==> config.mk <==
export PLATFORM = sky130hd
export DESIGN_NAME = cfg_security_boot_check
export DESIGN_NICKNAME = d
export VERILOG_FILES = /design/src/cfg_sec_pkg.sv /design/src/cfg_security_boot_check.sv
export VERILOG_INCLUDE_DIRS = /design/src
export SDC_FILE = /design/constraint.sdc
export NUM_CORES = 1
export LEC_CHECK = 0
export BUFFER_PORTS_ARGS = -buffer_cell sky130_fd_sc_hd__buf_2
export CORE_AREA = 2 2 143 145
export DETAILED_ROUTE_END_ITERATION = 6
export DIE_AREA = 0 0 145 147
export PLACE_DENSITY_LB_ADDON = 0.12
export SLEW_MARGIN = 15
export SYNTH_ARGS = -nofsm -noshare
export SYNTH_HDL_FRONTEND = slang
export SYNTH_SLANG_ARGS = --single-unit
==> constraint.sdc <==
create_clock -name clk_i -period 12.3 [get_ports clk_i]
set_clock_uncertainty 0.15 [all_clocks]
set_input_delay 2.46 -clock clk_i [delete_from_list [all_inputs] [get_ports clk_i]]
set_output_delay 2.46 -clock clk_i [all_outputs]
set_load 0.02 [all_outputs]
==> src/cfg_sec_consts.svh <==
// Offsets, fields, reset values and timing counts of the configuration security block
`ifndef CFG_SEC_CONSTS_SVH
`define CFG_SEC_CONSTS_SVH

`define ADR_CTRL        4'h0
`define ADR_STATUS      4'h1
`define ADR_IRQ_STAT    4'h2
`define ADR_IRQ_MASK    4'h3
`define ADR_CMD         4'h4
`define ADR_ID_LO       4'h5
`define ADR_ID_HI       4'h6
`define ADR_CRC_EXP     4'h7
`define ADR_CRC_VAL     4'h8
`define ADR_BOOT        4'h9

`define CTRL_SEC_EN     0
`define CTRL_SEC_OFF    1
`define CTRL_DUAL_BOOT  2
`define CTRL_USER_ID_LO 8

`define CMD_SET_LOCK    8'h01
`define CMD_SET_OTP     8'h02
`define CMD_ERASE       8'h03
`define CMD_PROGRAM     8'h04
`define CMD_READBACK    8'h05
`define CMD_BOOT        8'h06

`define IRQ_CHK_ERR     0
`define IRQ_CHK_DONE    1
`define IRQ_REJECT      2
`define IRQ_FALLBACK    3
`define IRQ_BITS        4

`define CRC_INIT        32'hffffffff
`define CRC_POLY        32'h04c11db7
`define CLK_DIV_DEF     8
`define CFG_WORDS_DEF   64
`define FACTORY_ID_DEF  56'h0123456789abcd
`endif

==> src/cfg_sec_pkg.sv <==
// Types of the configuration security block
package cfg_sec_pkg;
    typedef enum logic [2:0] {
        CHK_IDLE = 3'b000,
        CHK_RUN  = 3'b001,
        CHK_CMP  = 3'b011,
        CHK_DONE = 3'b010
    } chk_state_t;
    typedef enum logic [1:0] {
        BOOT_IDLE    = 2'b00,
        BOOT_PRIMARY = 2'b01,
        BOOT_GOLDEN  = 2'b11,
        BOOT_USER    = 2'b10
    } boot_state_t;
endpackage

==> src/cfg_security_boot_check.sv <==
// Security lock, one-time lock, dual boot, soft error check and trace id
`timescale 1ns/10ps
`default_nettype none
`include "cfg_sec_consts.svh"

// Function
// System holds right-side PLL in reset during background flash programming.
// While locked, reject every readback of configuration SRAM and flash.
// Only two lock states: unlocked, readback allowed, or permanently locked. Code also has locked_r, which erase clears, besides the permanent otp_r.
// Security bits clear only through a full device erase.
// After one-time lock, erase and program commands are always rejected.
// With dual boot on, corrupt primary load restarts from golden image.
// System keeps golden image in external flash, primary on chip.
// After configuration, check computes CRC over configuration SRAM.
// Check runs only while its enable option bit is set.
// In user mode, fabric trigger input starts a check.
// Check is clocked by a divider from undivided oscillator clock.
// Check circuit can be switched fully off for low power.
// Each device holds a unique 64-bit trace identifier.
// Eight identifier bits are user programmable, 56 fixed at factory.
// Identifier readable over Wishbone and the serial host interfaces.
// CRC mismatch sets a sticky error flag visible until cleared.
module cfg_security_boot_check
    import cfg_sec_pkg::*;
#(
    parameter int          CLK_DIV    = `CLK_DIV_DEF,
    parameter int          CFG_WORDS  = `CFG_WORDS_DEF,
    parameter logic [55:0] FACTORY_ID = `FACTORY_ID_DEF  // Arbitrary value
) (
    input  wire logic        clk_i,
    input  wire logic        rst_i,
    input  wire logic        cyc_i,
    input  wire logic        stb_i,
    input  wire logic        we_i,
    input  wire logic [3:0]  adr_i,
    input  wire logic [3:0]  sel_i,
    input  wire logic [31:0] dat_i,
    output logic      [31:0] dat_o,
    output logic             ack_o,
    input  wire logic        chk_trigger_i,
    input  wire logic        primary_bad_i,
    input  wire logic [31:0] cfg_word_i,
    output logic      [5:0]  cfg_addr_o,
    input  wire logic [5:0]  host_id_addr_i,
    output logic             host_id_bit_o,
    output logic             chk_error_o,
    output logic             golden_sel_o,
    output logic             user_mode_o,
    output logic             irq_o
);
    // Fabric trigger and primary-corrupt flag come from outside: two flops each
    logic [1:0] trig_s_r, bad_s_r;
    logic       trig_d_r;
    always_ff @(posedge clk_i) begin
        trig_s_r <= {trig_s_r[0], chk_trigger_i};
        bad_s_r  <= {bad_s_r[0], primary_bad_i};
        trig_d_r <= trig_s_r[1];
    end
    wire trig_rise = trig_s_r[1] & ~trig_d_r;

    // Register bus decode
    logic        ack_r;
    wire         bus_req = cyc_i & stb_i & ~ack_r;
    wire         wr_req  = bus_req & we_i;
    wire         wr_b0   = wr_req & sel_i[0];

    logic [31:0] ctrl_r, crc_exp_r;
    logic        locked_r, otp_r, chk_err_r;
    logic [`IRQ_BITS-1:0] irq_stat_r, irq_mask_r;
    wire  [7:0]  cmd = dat_i[7:0];
    wire  cmd_wr   = wr_b0 && adr_i == `ADR_CMD;
    wire  do_erase = cmd_wr && cmd == `CMD_ERASE && !otp_r;
    wire  rejected = cmd_wr && ((otp_r && (cmd == `CMD_ERASE || cmd == `CMD_PROGRAM))
                     || (locked_r && cmd == `CMD_READBACK));

    always_ff @(posedge clk_i) begin
        if (rst_i) begin
            ctrl_r    <= 32'h00000000;
            crc_exp_r <= `CRC_INIT;
            locked_r  <= 1'b0;
            otp_r     <= 1'b0;
        end else begin
            if (wr_b0 && adr_i == `ADR_CTRL)
                ctrl_r[7:0] <= dat_i[7:0];
            if (wr_req && sel_i[1] && adr_i == `ADR_CTRL && !otp_r)
                ctrl_r[15:8] <= dat_i[15:8];
            if (wr_req && adr_i == `ADR_CRC_EXP)
                crc_exp_r <= dat_i;
            // Locked is one-way except through erase
            if (do_erase)
                locked_r <= 1'b0;
            else if (cmd_wr && cmd == `CMD_SET_LOCK)
                locked_r <= 1'b1;
            if (cmd_wr && cmd == `CMD_SET_OTP)
                otp_r <= 1'b1;
        end
    end

    wire [63:0] trace_id = {FACTORY_ID, ctrl_r[15:8]};

    // Dual boot sequencer
    boot_state_t boot_r;
    logic        boot_kick_r;
    wire         boot_cmd = cmd_wr && cmd == `CMD_BOOT;
    always_ff @(posedge clk_i) begin
        if (rst_i) begin
            boot_r      <= BOOT_PRIMARY;
            boot_kick_r <= 1'b0;
        end else begin
            boot_kick_r <= 1'b0;
            case (boot_r)
                BOOT_PRIMARY: begin
                    if (bad_s_r[1] && ctrl_r[`CTRL_DUAL_BOOT])
                        boot_r <= BOOT_GOLDEN;
                    else if (!bad_s_r[1]) begin
                        boot_r      <= BOOT_USER;
                        boot_kick_r <= 1'b1;
                    end
                end
                BOOT_GOLDEN: begin
                    boot_r      <= BOOT_USER;
                    boot_kick_r <= 1'b1;
                end
                BOOT_USER:
                    if (boot_cmd)
                        boot_r <= BOOT_PRIMARY;
                default:
                    boot_r <= BOOT_PRIMARY;
            endcase
        end
    end

    // Divider from undivided oscillator clock makes the check tick
    localparam int DW = $clog2(CLK_DIV + 1);
    logic [DW-1:0] div_r;
    wire  chk_on  = ctrl_r[`CTRL_SEC_EN] & ~ctrl_r[`CTRL_SEC_OFF];
    wire  div_end = div_r == DW'(CLK_DIV - 1);
    wire  tick    = chk_on & div_end;
    always_ff @(posedge clk_i) begin
        if (rst_i || !chk_on)
            div_r <= '0;
        else if (div_end)
            div_r <= '0;
        else
            div_r <= div_r + DW'(1);
    end

    // CRC over configuration words
    function automatic logic [31:0] crc_step(input logic [31:0] c, input logic [31:0] d);
        logic [31:0] r;
        r = c;
        for (int i = 31; i >= 0; i--)
            r = {r[30:0], 1'b0} ^ ((r[31] ^ d[i]) ? `CRC_POLY : 32'h0);
        return r;
    endfunction

    chk_state_t  chk_r;
    logic [31:0] crc_r;
    logic [5:0]  addr_r;
    logic        chk_pend_r, chk_done_ev_r;
    wire  start_req = (boot_kick_r | (trig_rise & (boot_r == BOOT_USER)));
    wire  last_word = addr_r == 6'(CFG_WORDS - 1);
    wire  mismatch  = chk_r == CHK_CMP && tick && crc_r != crc_exp_r;
    always_ff @(posedge clk_i) begin
        if (rst_i || !chk_on) begin
            chk_r         <= CHK_IDLE;
            crc_r         <= `CRC_INIT;
            addr_r        <= 6'h00;
            chk_pend_r    <= 1'b0;
            chk_done_ev_r <= 1'b0;
        end else begin
            chk_done_ev_r <= 1'b0;
            if (start_req)
                chk_pend_r <= 1'b1;
            if (tick) begin
                case (chk_r)
                    CHK_IDLE:
                        if (chk_pend_r) begin
                            chk_pend_r <= start_req;
                            crc_r      <= `CRC_INIT;
                            addr_r     <= 6'h00;
                            chk_r      <= CHK_RUN;
                        end
                    CHK_RUN: begin
                        crc_r  <= crc_step(crc_r, cfg_word_i);
                        addr_r <= addr_r + 6'h01;
                        if (last_word)
                            chk_r <= CHK_CMP;
                    end
                    CHK_CMP:
                        chk_r <= CHK_DONE;
                    CHK_DONE: begin
                        chk_done_ev_r <= 1'b1;
                        chk_r         <= CHK_IDLE;
                    end
                    default:
                        chk_r <= CHK_IDLE;
                endcase
            end
        end
    end

    // Sticky error and interrupt status: set wins over clear
    wire [`IRQ_BITS-1:0] ev;
    assign ev[`IRQ_CHK_ERR]  = mismatch;
    assign ev[`IRQ_CHK_DONE] = chk_done_ev_r;
    assign ev[`IRQ_REJECT]   = rejected;
    assign ev[`IRQ_FALLBACK] = boot_r == BOOT_PRIMARY && bad_s_r[1] && ctrl_r[`CTRL_DUAL_BOOT];
    wire  irq_clr_wr = wr_b0 && adr_i == `ADR_IRQ_STAT;
    wire  err_clr    = wr_b0 && adr_i == `ADR_STATUS && dat_i[0];
    always_ff @(posedge clk_i) begin
        if (rst_i) begin
            irq_stat_r <= '0;
            irq_mask_r <= '0;
            chk_err_r  <= 1'b0;
        end else begin
            irq_stat_r <= (irq_stat_r & ~(irq_clr_wr ? dat_i[`IRQ_BITS-1:0] : '0)) | ev;
            if (wr_b0 && adr_i == `ADR_IRQ_MASK)
                irq_mask_r <= dat_i[`IRQ_BITS-1:0];
            chk_err_r  <= (chk_err_r & ~err_clr) | mismatch;
        end
    end

    // Read mux; readback of protected words answers zero while locked
    logic [31:0] rd_data;
    wire  [31:0] status_w = {20'h0, otp_r, locked_r, boot_r, 1'b0, chk_r, 1'b0, chk_pend_r,
                             chk_on, chk_err_r};
    always_comb begin
        case (adr_i)
            `ADR_CTRL:     rd_data = ctrl_r;
            `ADR_STATUS:   rd_data = status_w;
            `ADR_IRQ_STAT: rd_data = {28'h0, irq_stat_r};
            `ADR_IRQ_MASK: rd_data = {28'h0, irq_mask_r};
            `ADR_ID_LO:    rd_data = trace_id[31:0];
            `ADR_ID_HI:    rd_data = trace_id[63:32];
            `ADR_CRC_EXP:  rd_data = crc_exp_r;
            `ADR_CRC_VAL:  rd_data = locked_r ? 32'h0 : crc_r;
            default:       rd_data = 32'h00000000;
        endcase
    end

    always_ff @(posedge clk_i) begin
        if (rst_i) begin
            ack_r         <= 1'b0;
            dat_o         <= 32'h0;
            cfg_addr_o    <= 6'h00;
            host_id_bit_o <= 1'b0;
            chk_error_o   <= 1'b0;
            golden_sel_o  <= 1'b0;
            user_mode_o   <= 1'b0;
            irq_o         <= 1'b0;
        end else begin
            ack_r         <= bus_req;
            dat_o         <= bus_req ? rd_data : 32'h0;
            cfg_addr_o    <= addr_r;
            host_id_bit_o <= trace_id[host_id_addr_i];
            chk_error_o   <= chk_err_r | mismatch;
            golden_sel_o  <= boot_r == BOOT_GOLDEN;
            user_mode_o   <= boot_r == BOOT_USER;
            irq_o         <= |((irq_stat_r | ev) & irq_mask_r);
        end
    end
    assign ack_o = ack_r;

    // Cycles spent away from idle, bounds one whole check pass
    logic [15:0] busy_cnt_r;
    always_ff @(posedge clk_i) begin
        if (rst_i || chk_r == CHK_IDLE)
            busy_cnt_r <= 16'h0000;
        else
            busy_cnt_r <= busy_cnt_r + 16'h0001;
    end
    wire  [15:0] busy_max = 16'((CFG_WORDS + 3) * CLK_DIV);

    // Checks
    a_lock_sticky: assert property (@(posedge clk_i) disable iff (rst_i)
        locked_r && !do_erase |=> locked_r)
        else $error("lock cleared without erase");
    a_erase_clears: assert property (@(posedge clk_i) disable iff (rst_i)
        do_erase |=> !locked_r)
        else $error("erase left lock set");
    a_otp_keep: assert property (@(posedge clk_i) disable iff (rst_i)
        otp_r |=> otp_r)
        else $error("otp lock dropped");
    a_otp_erase: assert property (@(posedge clk_i) disable iff (rst_i)
        otp_r && cmd_wr && cmd == `CMD_ERASE |=> irq_stat_r[`IRQ_REJECT])
        else $error("erase not rejected");
    a_otp_program: assert property (@(posedge clk_i) disable iff (rst_i)
        otp_r && cmd_wr && cmd == `CMD_PROGRAM |=> irq_stat_r[`IRQ_REJECT])
        else $error("program not rejected");
    a_user_id_frozen: assert property (@(posedge clk_i) disable iff (rst_i)
        otp_r |=> $stable(ctrl_r[15:8]))
        else $error("user id changed after otp");
    a_locked_read: assert property (@(posedge clk_i) disable iff (rst_i)
        bus_req && !we_i && adr_i == `ADR_CRC_VAL && locked_r |=> dat_o == 32'h0)
        else $error("readback leaked");
    a_read_reject: assert property (@(posedge clk_i) disable iff (rst_i)
        locked_r && cmd_wr && cmd == `CMD_READBACK |=> irq_stat_r[`IRQ_REJECT])
        else $error("readback command not rejected");
    a_rej_unlocked: assert property (@(posedge clk_i) disable iff (rst_i)
        !locked_r && !otp_r |-> !rejected)
        else $error("command rejected while unlocked");
    a_ack_pulse: assert property (@(posedge clk_i) disable iff (rst_i)
        ack_r |=> !ack_r)
        else $error("ack held too long");
    a_fallback: assert property (@(posedge clk_i) disable iff (rst_i)
        boot_r == BOOT_PRIMARY && bad_s_r[1] && ctrl_r[`CTRL_DUAL_BOOT] |=> boot_r == BOOT_GOLDEN)
        else $error("no golden reboot");
    a_fallback_off: assert property (@(posedge clk_i) disable iff (rst_i)
        boot_r == BOOT_PRIMARY && bad_s_r[1] && !ctrl_r[`CTRL_DUAL_BOOT] |=> boot_r == BOOT_PRIMARY)
        else $error("fallback without dual boot");
    a_clean_boot: assert property (@(posedge clk_i) disable iff (rst_i)
        boot_r == BOOT_PRIMARY && !bad_s_r[1] |=> boot_r == BOOT_USER)
        else $error("clean primary not booted");
    a_golden_user: assert property (@(posedge clk_i) disable iff (rst_i)
        boot_r == BOOT_GOLDEN |=> boot_r == BOOT_USER ##1 user_mode_o)
        else $error("golden boot did not finish");
    a_gold_out: assert property (@(posedge clk_i) disable iff (rst_i)
        boot_r == BOOT_GOLDEN |=> golden_sel_o)
        else $error("golden select not shown");
    a_user_out: assert property (@(posedge clk_i) disable iff (rst_i)
        boot_r == BOOT_USER |=> user_mode_o)
        else $error("user mode not shown");
    a_cmd_boot: assert property (@(posedge clk_i) disable iff (rst_i)
        boot_r == BOOT_USER && boot_cmd |=> boot_r == BOOT_PRIMARY)
        else $error("reboot command ignored");
    a_user_kick: assert property (@(posedge clk_i) disable iff (rst_i)
        boot_kick_r && chk_on |=> chk_pend_r || chk_r != CHK_IDLE)
        else $error("boot did not queue a check");
    a_check_bounded: assert property (@(posedge clk_i) disable iff (rst_i)
        busy_cnt_r <= busy_max)
        else $error("check pass too long");
    a_done_irq: assert property (@(posedge clk_i) disable iff (rst_i)
        chk_done_ev_r |=> irq_stat_r[`IRQ_CHK_DONE])
        else $error("check done not flagged");
    a_check_off: assert property (@(posedge clk_i) disable iff (rst_i)
        !chk_on |=> chk_r == CHK_IDLE && div_r == '0)
        else $error("check active while off");
    a_div_tick: assert property (@(posedge clk_i) disable iff (rst_i)
        tick |=> !tick)
        else $error("divider tick too often");
    a_trigger: assert property (@(posedge clk_i) disable iff (rst_i)
        chk_on && trig_rise && boot_r == BOOT_USER |=> chk_pend_r || chk_r != CHK_IDLE)
        else $error("trigger lost");
    a_err_sticky: assert property (@(posedge clk_i) disable iff (rst_i)
        mismatch |=> chk_err_r ##1 chk_error_o)
        else $error("error flag not set");
    a_err_clear: assert property (@(posedge clk_i) disable iff (rst_i)
        chk_err_r && err_clr && !mismatch |=> !chk_err_r)
        else $error("error flag not cleared");
    a_mismatch_irq: assert property (@(posedge clk_i) disable iff (rst_i)
        mismatch |=> irq_stat_r[`IRQ_CHK_ERR])
        else $error("crc error not flagged");
    a_irq_level: assert property (@(posedge clk_i) disable iff (rst_i)
        |(irq_stat_r & irq_mask_r) |=> irq_o)
        else $error("interrupt not raised");
    c_fallback:  cover property (@(posedge clk_i) boot_r == BOOT_GOLDEN);
    c_mismatch:  cover property (@(posedge clk_i) mismatch);
    c_done:      cover property (@(posedge clk_i) chk_done_ev_r);
    c_rejected:  cover property (@(posedge clk_i) rejected);
    c_reboot:    cover property (@(posedge clk_i) boot_cmd && boot_r == BOOT_USER);
endmodule
`default_nettype wire

==> impl_metrics.py, run 1 <==
metrics = {
    "final_layout": {
        "fillCellCount": 1848,
        "syn_to_final_growth_pct": 15.6,
        "diodes": 0,
        "utilization": 0.553,
        "layout.nets": 1186,
        "drive_above_1_share": 0.186,
    },
    "clock_tree": {
        "ctsHoldBuffers": 0,
        "clock_latency_ns": 0.43,
        "clockBufferDepth": 2,
        "cts_setup_buffers": 0,
        "cts_made_buffers": 17,
        "clkSinkCount": 157,
        "path_clk_slew_ns": 0.06,
        "h-tree-depth": 4,
        "cts_tree": "built",
        "cts_resized": 0,
        "root_buffer": "clkbuf_16",
    },
    "grt": {
        "track_usage": 0.253,
        "grt_pass1_wl_um": 41100,
        "antenna_found_initial": 0,
        "grt_overflow": 0,
        "grt_max_degree": 77,
        "grt_pass1_vias": 7042,
    },
    "route": {
        "drt-pass1-iter-count": 5,
        "drt-wirelength-per-cell_um": 19.6,
        "viasPerCell": 5.44,
        "wirelength_um": 26900,
        "drt-initial-drc-count": 613,
        "wl_met2_um": 12600,
        "highest_layer": "met4",
        "antenna_left": 0,
        "wl_met3_um": 1660,
        "drc": 0,
        "via_count": 7474,
        "routedLengthMet1_um": 12000,
    },
    "worst_setup_path": {
        "crit_arrival_ns": 6.22,
        "crit_fanout": 5,
        "critPathKind": "input port to flip-flop",
        "crit_required_ns": 12.42,
        "worstSetupStartpointType": "input port",
        "critPathCaptureType": "flip-flop",
    },
    "job": {
        "drv_cap": 0,
    },
    "timing": {
        "relSlewSlack": 0.249,
        "timing.final.crit_period_ns": 6.10,
        "fin_crit_sh": 0.496,
        "grt_setup_unrepaired": "false",
        "fin_setup_tns_ns": 0,
        "hold_viol": 0,
        "finalSetupViolations": 0,
        "whs_ns": 0.185,
        "tightest_slew_ns": 1.12,
        "fmax_mhz": 164,
        "slew_viol_final": 0,
    },
    "synthesis": {
        "ys_warn_count": 0,
        "seq_area_frac_synth": 0.331,
        "ys_ff_latch": 157,
        "synthArstFlopShare": 0,
        "yosysUniqueCellTypes": 52,
        "netlist_area_sq_um": 9490,
        "synth.avg_cell_area_sq_um": 9.62,
        "synth_cells": 987,
        "ys.flop_type": "dfxtp_1",
        "synth_edf_count": 0,
        "syn-num-nets": 1081,
    },
    "floorplan": {
        "coreArea_sq_um": 19800,
        "die_area_sq_um": 21300,
        "initial_core_util": 0.478,
        "rows": 52,
        "ioPinCount": 129,
        "die_h_um": 147,
        "die_x_um": 145,
    },
    "pwr": {
        "leakagePower_nw": 4.33,
        "pwr_density_cell_nw_per_um2": 277,
        "ir_drop_mv": 0.293,
    },
    "placement": {
        "numPortBuffers": 126,
        "gp_congestion": 0.904,
        "dp_hpwl_um": 20400,
    },
    "run_status": {
        "status": "finished clean",
    },
    "min_path": {
        "hold_path.class": "flip-flop to flip-flop",
    },
}
worst paths after layout:
kind	from	end	slack, ns	depth (start not counted)
setup / recovery	cfg_word_i[30]	crc_r[12]$_SDFFE_PP1P_	6.20	11
hold reg to reg	bad_s_r[0]$_DFF_P_	bad_s_r[1]$_DFF_P_	0.19	0
hold / removal	bad_s_r[0]$_DFF_P_	bad_s_r[1]$_DFF_P_	0.19	0
setup reg to reg	crc_r[23]$_SDFFE_PP1P_	crc_r[12]$_SDFFE_PP1P_	7.89	10
per-stage QoR:
step	instance area, sq um	setup WS (ns)	instances	power, mW
floorplan	9490	6.49	987	2.18
global route	11000	6.06	1375	3.22
detailed placement	10400	5.80	1343	2.50
finish	11000	6.20	1375	3.04
CTS	11000	6.23	1375	3.05
global placement	10400	5.75	1343	2.50
power breakdown:
group	switching (mW)	internal, mW
clock network	0.213	0.322
logic	1.03	0.963
registers	0.00287	0.513
synth_stat cells (6+ instances only):
cell,count,area share
nor3_1,8,0.0042
inv_1,11,0.0044
ha_1,9,0.012
xnor3_1,26,0.062
nor2b_1,44,0.029
a221oi_1,14,0.013
xnor2_2,11,0.019
clkbuf_1,41,0.016
nand4_1,13,0.0086
dfxtp_1,157,0.33
and3_1,7,0.0046
nand3_1,14,0.0074
nand2b_1,6,0.0040
xor2_2,8,0.014
xor2_1,44,0.041
mux2i_1,18,0.019
a211o_1,32,0.030
o21ai_0,19,0.010
nor2_1,95,0.038
xnor2_1,208,0.19
a21oi_1,48,0.025
nand2_1,57,0.023
a222oi_1,8,0.0084
a22oi_1,14,0.011
o211ai_1,11,0.0087
o22ai_1,8,0.0053
cell usage in the layout, fill, tap and decap left out, types with 6 or more instances in the layout:
cell type	count
xnor2_1	208
dfxtp_1	157
buf_2	126
nor2_1	95
nand2_1	57
a21oi_1	47
xor2_1	44
nor2b_1	44
a211o_1	32
xnor3_1	26
o21ai_0	19
mux2i_1	18
clkbuf_16	17
nand3_1	14
a22oi_1	14
a221oi_1	14
nand4_1	13
inv_1	11
xnor2_2	11
o211ai_1	11
ha_1	9
xor2_2	8
nor3_1	8
o22ai_1	8
a222oi_1	8
buf_4	8
nand2b_1	6
and3_1	6
registers in the layout, summed over array words and instances, names as in the netlist, 2 cells and up:
register    flops
div_r           4
trig_s_r        2
cfg_addr_o      6
chk_r           2
crc_r          32
crc_exp_r      32
irq_stat_r      4
boot_r          2
addr_r          6
ctrl_r         16
dat_o          32
bad_s_r         2
irq_mask_r      4
critical path: stages:
cell and delay [ns]:
buf_2 0.11, xnor2_2 0.41, xnor2_1 0.33, xnor2_1 0.60, xor2_1 0.62, xnor3_1 0.57, xnor2_1 0.51, xnor2_1 0.24
xor2_1 0.18, nor2_1 0.10, o21ai_0 0.08
area by class of cell:
class,count,area (sq um),area share
Tap cell,270,338,0.0308
Multi-Input combinational cell,771,6140,0.560
Inverter,11,41.3,0.00376
Clock buffer,21,480,0.0438
Timing Repair Buffer,134,691,0.0630
Clock inverter,11,130,0.0119
Sequential cell,157,3140,0.287
routing by layer:
| metal | track usage | vias up |
|---|---|---|
| met2 | 0.407 | 260 |
| met3 | 0.0528 | 43 |
| met4 | 0.0901 | 0 |
| met5 | 0 | - |
| li1 | - | 3599 |
| met1 | 0.339 | 3572 |
cells by family (layout without fill, tap and decap cells):
family,after synthesis,after routing,share of synthesized area
xor+xnor,305,305,0.349
buf+inv,59,177,0.0237
fa+ha+maj,9,9,0.0119
mux,22,22,0.0273
compound gates,170,170,0.124
simple gates,265,265,0.133
flops,157,157,0.331
Note: power is estimated with default switching activity, not from simulation.
==> run 2, diff against run 1 <==
--- a/config.mk
+++ b/config.mk
@@ -6,10 +6,11 @@
 export SDC_FILE = /design/constraint.sdc
 export NUM_CORES = 1
 export LEC_CHECK = 0
+export ABC_AREA = 1
 export BUFFER_PORTS_ARGS = -buffer_cell sky130_fd_sc_hd__buf_2
-export CORE_AREA = 2 2 143 145
+export CORE_AREA = 2 2 157 159
 export DETAILED_ROUTE_END_ITERATION = 6
-export DIE_AREA = 0 0 145 147
+export DIE_AREA = 0 0 159 161
 export PLACE_DENSITY_LB_ADDON = 0.12
 export SLEW_MARGIN = 15
 export SYNTH_ARGS = -nofsm -noshare
==> constraint.sdc (replaced) <==
create_clock -name clk_i -period 5.67 [get_ports clk_i]
set_clock_uncertainty 0.15 [all_clocks]
set_input_delay 1.134 -clock clk_i [delete_from_list [all_inputs] [get_ports clk_i]]
set_output_delay 1.134 -clock clk_i [all_outputs]
set_load 0.02 [all_outputs]
==> run 2 against run 1 <==
  * Power increased by 55%
  * Design area grew 20%
  * Register-to-register slack got worse by 6.0 ns
  * Critical path type unchanged
  * Die area rose by 20%
  * Clock power up 110%
  * Combinational power is 24% higher
  * Critical path depth increased by 16
  * Wire length increased by 35%
  * Highest routed layer unchanged
==> impl_metrics.py, run 2 <==
metrics = {
    "timing": {
        "whs_ns": 0.176,
        "fin_setup_tns_ns": 0,
        "tightest_slew_ns": 1.06,
        "fin_crit_sh": 0.722,
        "setup_slack_ns": 1.58,
        "hold_viol": 0,
        "grt_setup_unrepaired": "false",
        "relSlewSlack": 0.294,
        "timing.final.crit_period_ns": 4.09,
        "fmax_mhz": 244,
        "slew_viol_final": 0,
        "finalSetupViolations": 0,
    },
    "pwr": {
        "intPower_mw": 2.62,
        "pwr_density_cell_nw_per_um2": 359,
        "ir_drop_mv": 0.326,
        "p_seq_frac": 0.237,
        "power_frac_comb": 0.520,
        "p_sw_frac": 0.446,
        "switching_power_mw": 2.11,
        "power.share.clock": 0.243,
        "p_total_mw": 4.72,
        "leakagePower_nw": 6.51,
    },
    "synthesis": {
        "yosys.area.top_type": "dfxtp_1",
        "muxShareOfSynthArea": 0,
        "ys_top_cells_by_count": "528 x nand2_1, 163 x inv_1, 157 x dfxtp_1",
        "synthArstFlopShare": 0,
        "synth-xor-area-share": 0.130,
        "ys.flop_type": "dfxtp_1",
        "synth.avg_cell_area_sq_um": 6.68,
        "synth_simple_gate_area_frac": 0.398,
        "ys_ff_latch": 157,
        "synth_top_family_by_area": "simple AND/OR/NAND/NOR gates",
        "synth.area.top_cells": "dfxtp_1 27%, nand2_1 17%, xor2_1 6.6%",
        "yosysUniqueCellTypes": 53,
        "synthAdderAreaFrac": 0.00969,
        "synth_compound_area_frac": 0.113,
        "ys_warn_count": 0,
        "yosysMostFrequentCell": "nand2_1",
        "syn-num-nets": 1833,
        "synth_cells": 1739,
        "netlist_area_sq_um": 11600,
        "synth_edf_count": 0,
        "seq_area_frac_synth": 0.271,
        "yosysTopAreaCellShare": 0.271,
    },
    "route": {
        "antenna_left": 0,
        "drt-wirelength-per-cell_um": 16.7,
        "drc": 0,
        "drt-initial-drc-count": 1010,
        "wirelength_um": 36500,
        "via_count": 11500,
        "drt-pass1-iter-count": 6,
        "viasPerCell": 5.27,
    },
    "clock_tree": {
        "clkSinkCount": 157,
        "h-tree-depth": 4,
        "cts_resized": 0,
        "root_buffer": "clkbuf_16",
        "cts_setup_buffers": 0,
        "path_clk_slew_ns": 0.06,
        "clockBufferDepth": 2,
        "cts_made_buffers": 17,
        "ctsHoldBuffers": 0,
        "cts_tree": "built",
        "clock_latency_ns": 0.43,
    },
    "floorplan": {
        "ioPinCount": 129,
        "die_h_um": 161,
        "die_x_um": 159,
        "die_area_sq_um": 25600,
        "rows": 57,
        "initial_core_util": 0.485,
        "coreArea_sq_um": 24000,
    },
    "final_layout": {
        "drive_above_1_share": 0.207,
        "utilization": 0.549,
        "final_cell_area_sq_um": 13100,
        "biggestRegsByFlops": "crc_exp_r: 32 flops, crc_r: 32 flops, dat_o: 32 flops",
        "diodes": 0,
        "mostFrequentLayoutCell": "nand2_1",
        "syn_to_final_growth_pct": 13.2,
        "stdcell_count": 2188,
        "layout.nets": 1946,
        "final_cell_mix": "528 x nand2_1, 163 x inv_1, 157 x dfxtp_1",
    },
    "job": {
        "drv_cap": 0,
    },
    "grt": {
        "antenna_found_initial": 0,
        "grt_pass1_vias": 10600,
        "grt_max_degree": 51,
        "grt_pass1_wl_um": 57300,
        "grt_overflow": 0,
        "track_usage": 0.284,
    },
    "worst_setup_path": {
        "worstSetupStartpointType": "input port",
        "crit_arrival_ns": 4.26,
        "crit_required_ns": 5.83,
        "critPathCaptureType": "flip-flop",
        "crit_fanout": 9,
        "critPathKind": "input port to flip-flop",
    },
    "placement": {
        "dp_hpwl_um": 28600,
        "dp.cells": 2157,
        "dp_slack_ns": 1.21,
        "gp_congestion": 0.968,
        "dpl_cell_area_sq_um": 12600,
        "numPortBuffers": 126,
    },
    "run_status": {
        "status": "finished clean",
    },
    "min_path": {
        "hold_path.class": "flip-flop to flip-flop",
    },
}
==> run 2: power by group through the flow <==
stage               clock network [mW]  logic (mW)  registers, mW
floorplan                            0        1.93           1.15
global placement                     0        2.41           1.14
detailed placement                   0        2.44           1.14
CTS                               1.16        2.45           1.12
global route                      1.21        2.72           1.12
finish                            1.15        2.46           1.12
==> run 2: logic make-up (layout without fill, tap and decap cells) <==
kind of cell | Yosys count | after routing
compound gates | 225 | 225
xor+xnor | 159 | 159
fa+ha+maj | 9 | 9
buf+inv | 241 | 366
flops | 157 | 157
simple gates | 948 | 948
==> run 2: layout make-up <==
cell class,instances,area (sq um)
Clock buffer,19,453
Clock inverter,12,138
Fill cell,2429,10800
Inverter,203,771
Multi-Input combinational cell,1341,7560
Sequential cell,157,3140
Tap cell,324,405
Timing Repair Buffer,132,676
==> run 2: metal layers <==
layer | vias up | global-route usage | wire (um)
li1 | 5784 | - | -
met5 | - | 0 | 0
met3 | 48 | 0.0375 | 2440
met4 | 0 | 0.0785 | 716
met2 | 377 | 0.442 | 15800
met1 | 5312 | 0.414 | 17500
==> run 2: final timing paths <==
kind	endpoint	from	cells after the start	slack, ns
worst max register to register	crc_r[14]$_SDFFE_PP1P_	crc_r[25]$_SDFFE_PP1P_	25	1.91
worst min-delay path	trig_s_r[1]$_DFF_P_	trig_s_r[0]$_DFF_P_	0	0.18
worst min register to register	trig_s_r[1]$_DFF_P_	trig_s_r[0]$_DFF_P_	0	0.18
worst max-delay path	crc_r[14]$_SDFFE_PP1P_	cfg_word_i[31]	27	1.58
==> run 2: critical path, stage by stage <==
cell and delay (ns):
buf_2 0.13, inv_1 0.07, nand2_1 0.07, nand2_2 0.19, nand2_1 0.10, nand2_2 0.17, nand2_2 0.10, nand2_1 0.09
nand2_2 0.08, nand2_4 0.16, nand2_1 0.07, nand2_1 0.25, nand2_1 0.13, nand3_1 0.10, nand2_2 0.12, nand3_1 0.16
nand2_4 0.12, inv_2 0.13, nand3_1 0.12, nand2_2 0.13, inv_2 0.06, nand2_2 0.05, nand2_2 0.06, nand2_1 0.07
nand2_1 0.04, o21ai_1 0.25, nand2_1 0.08
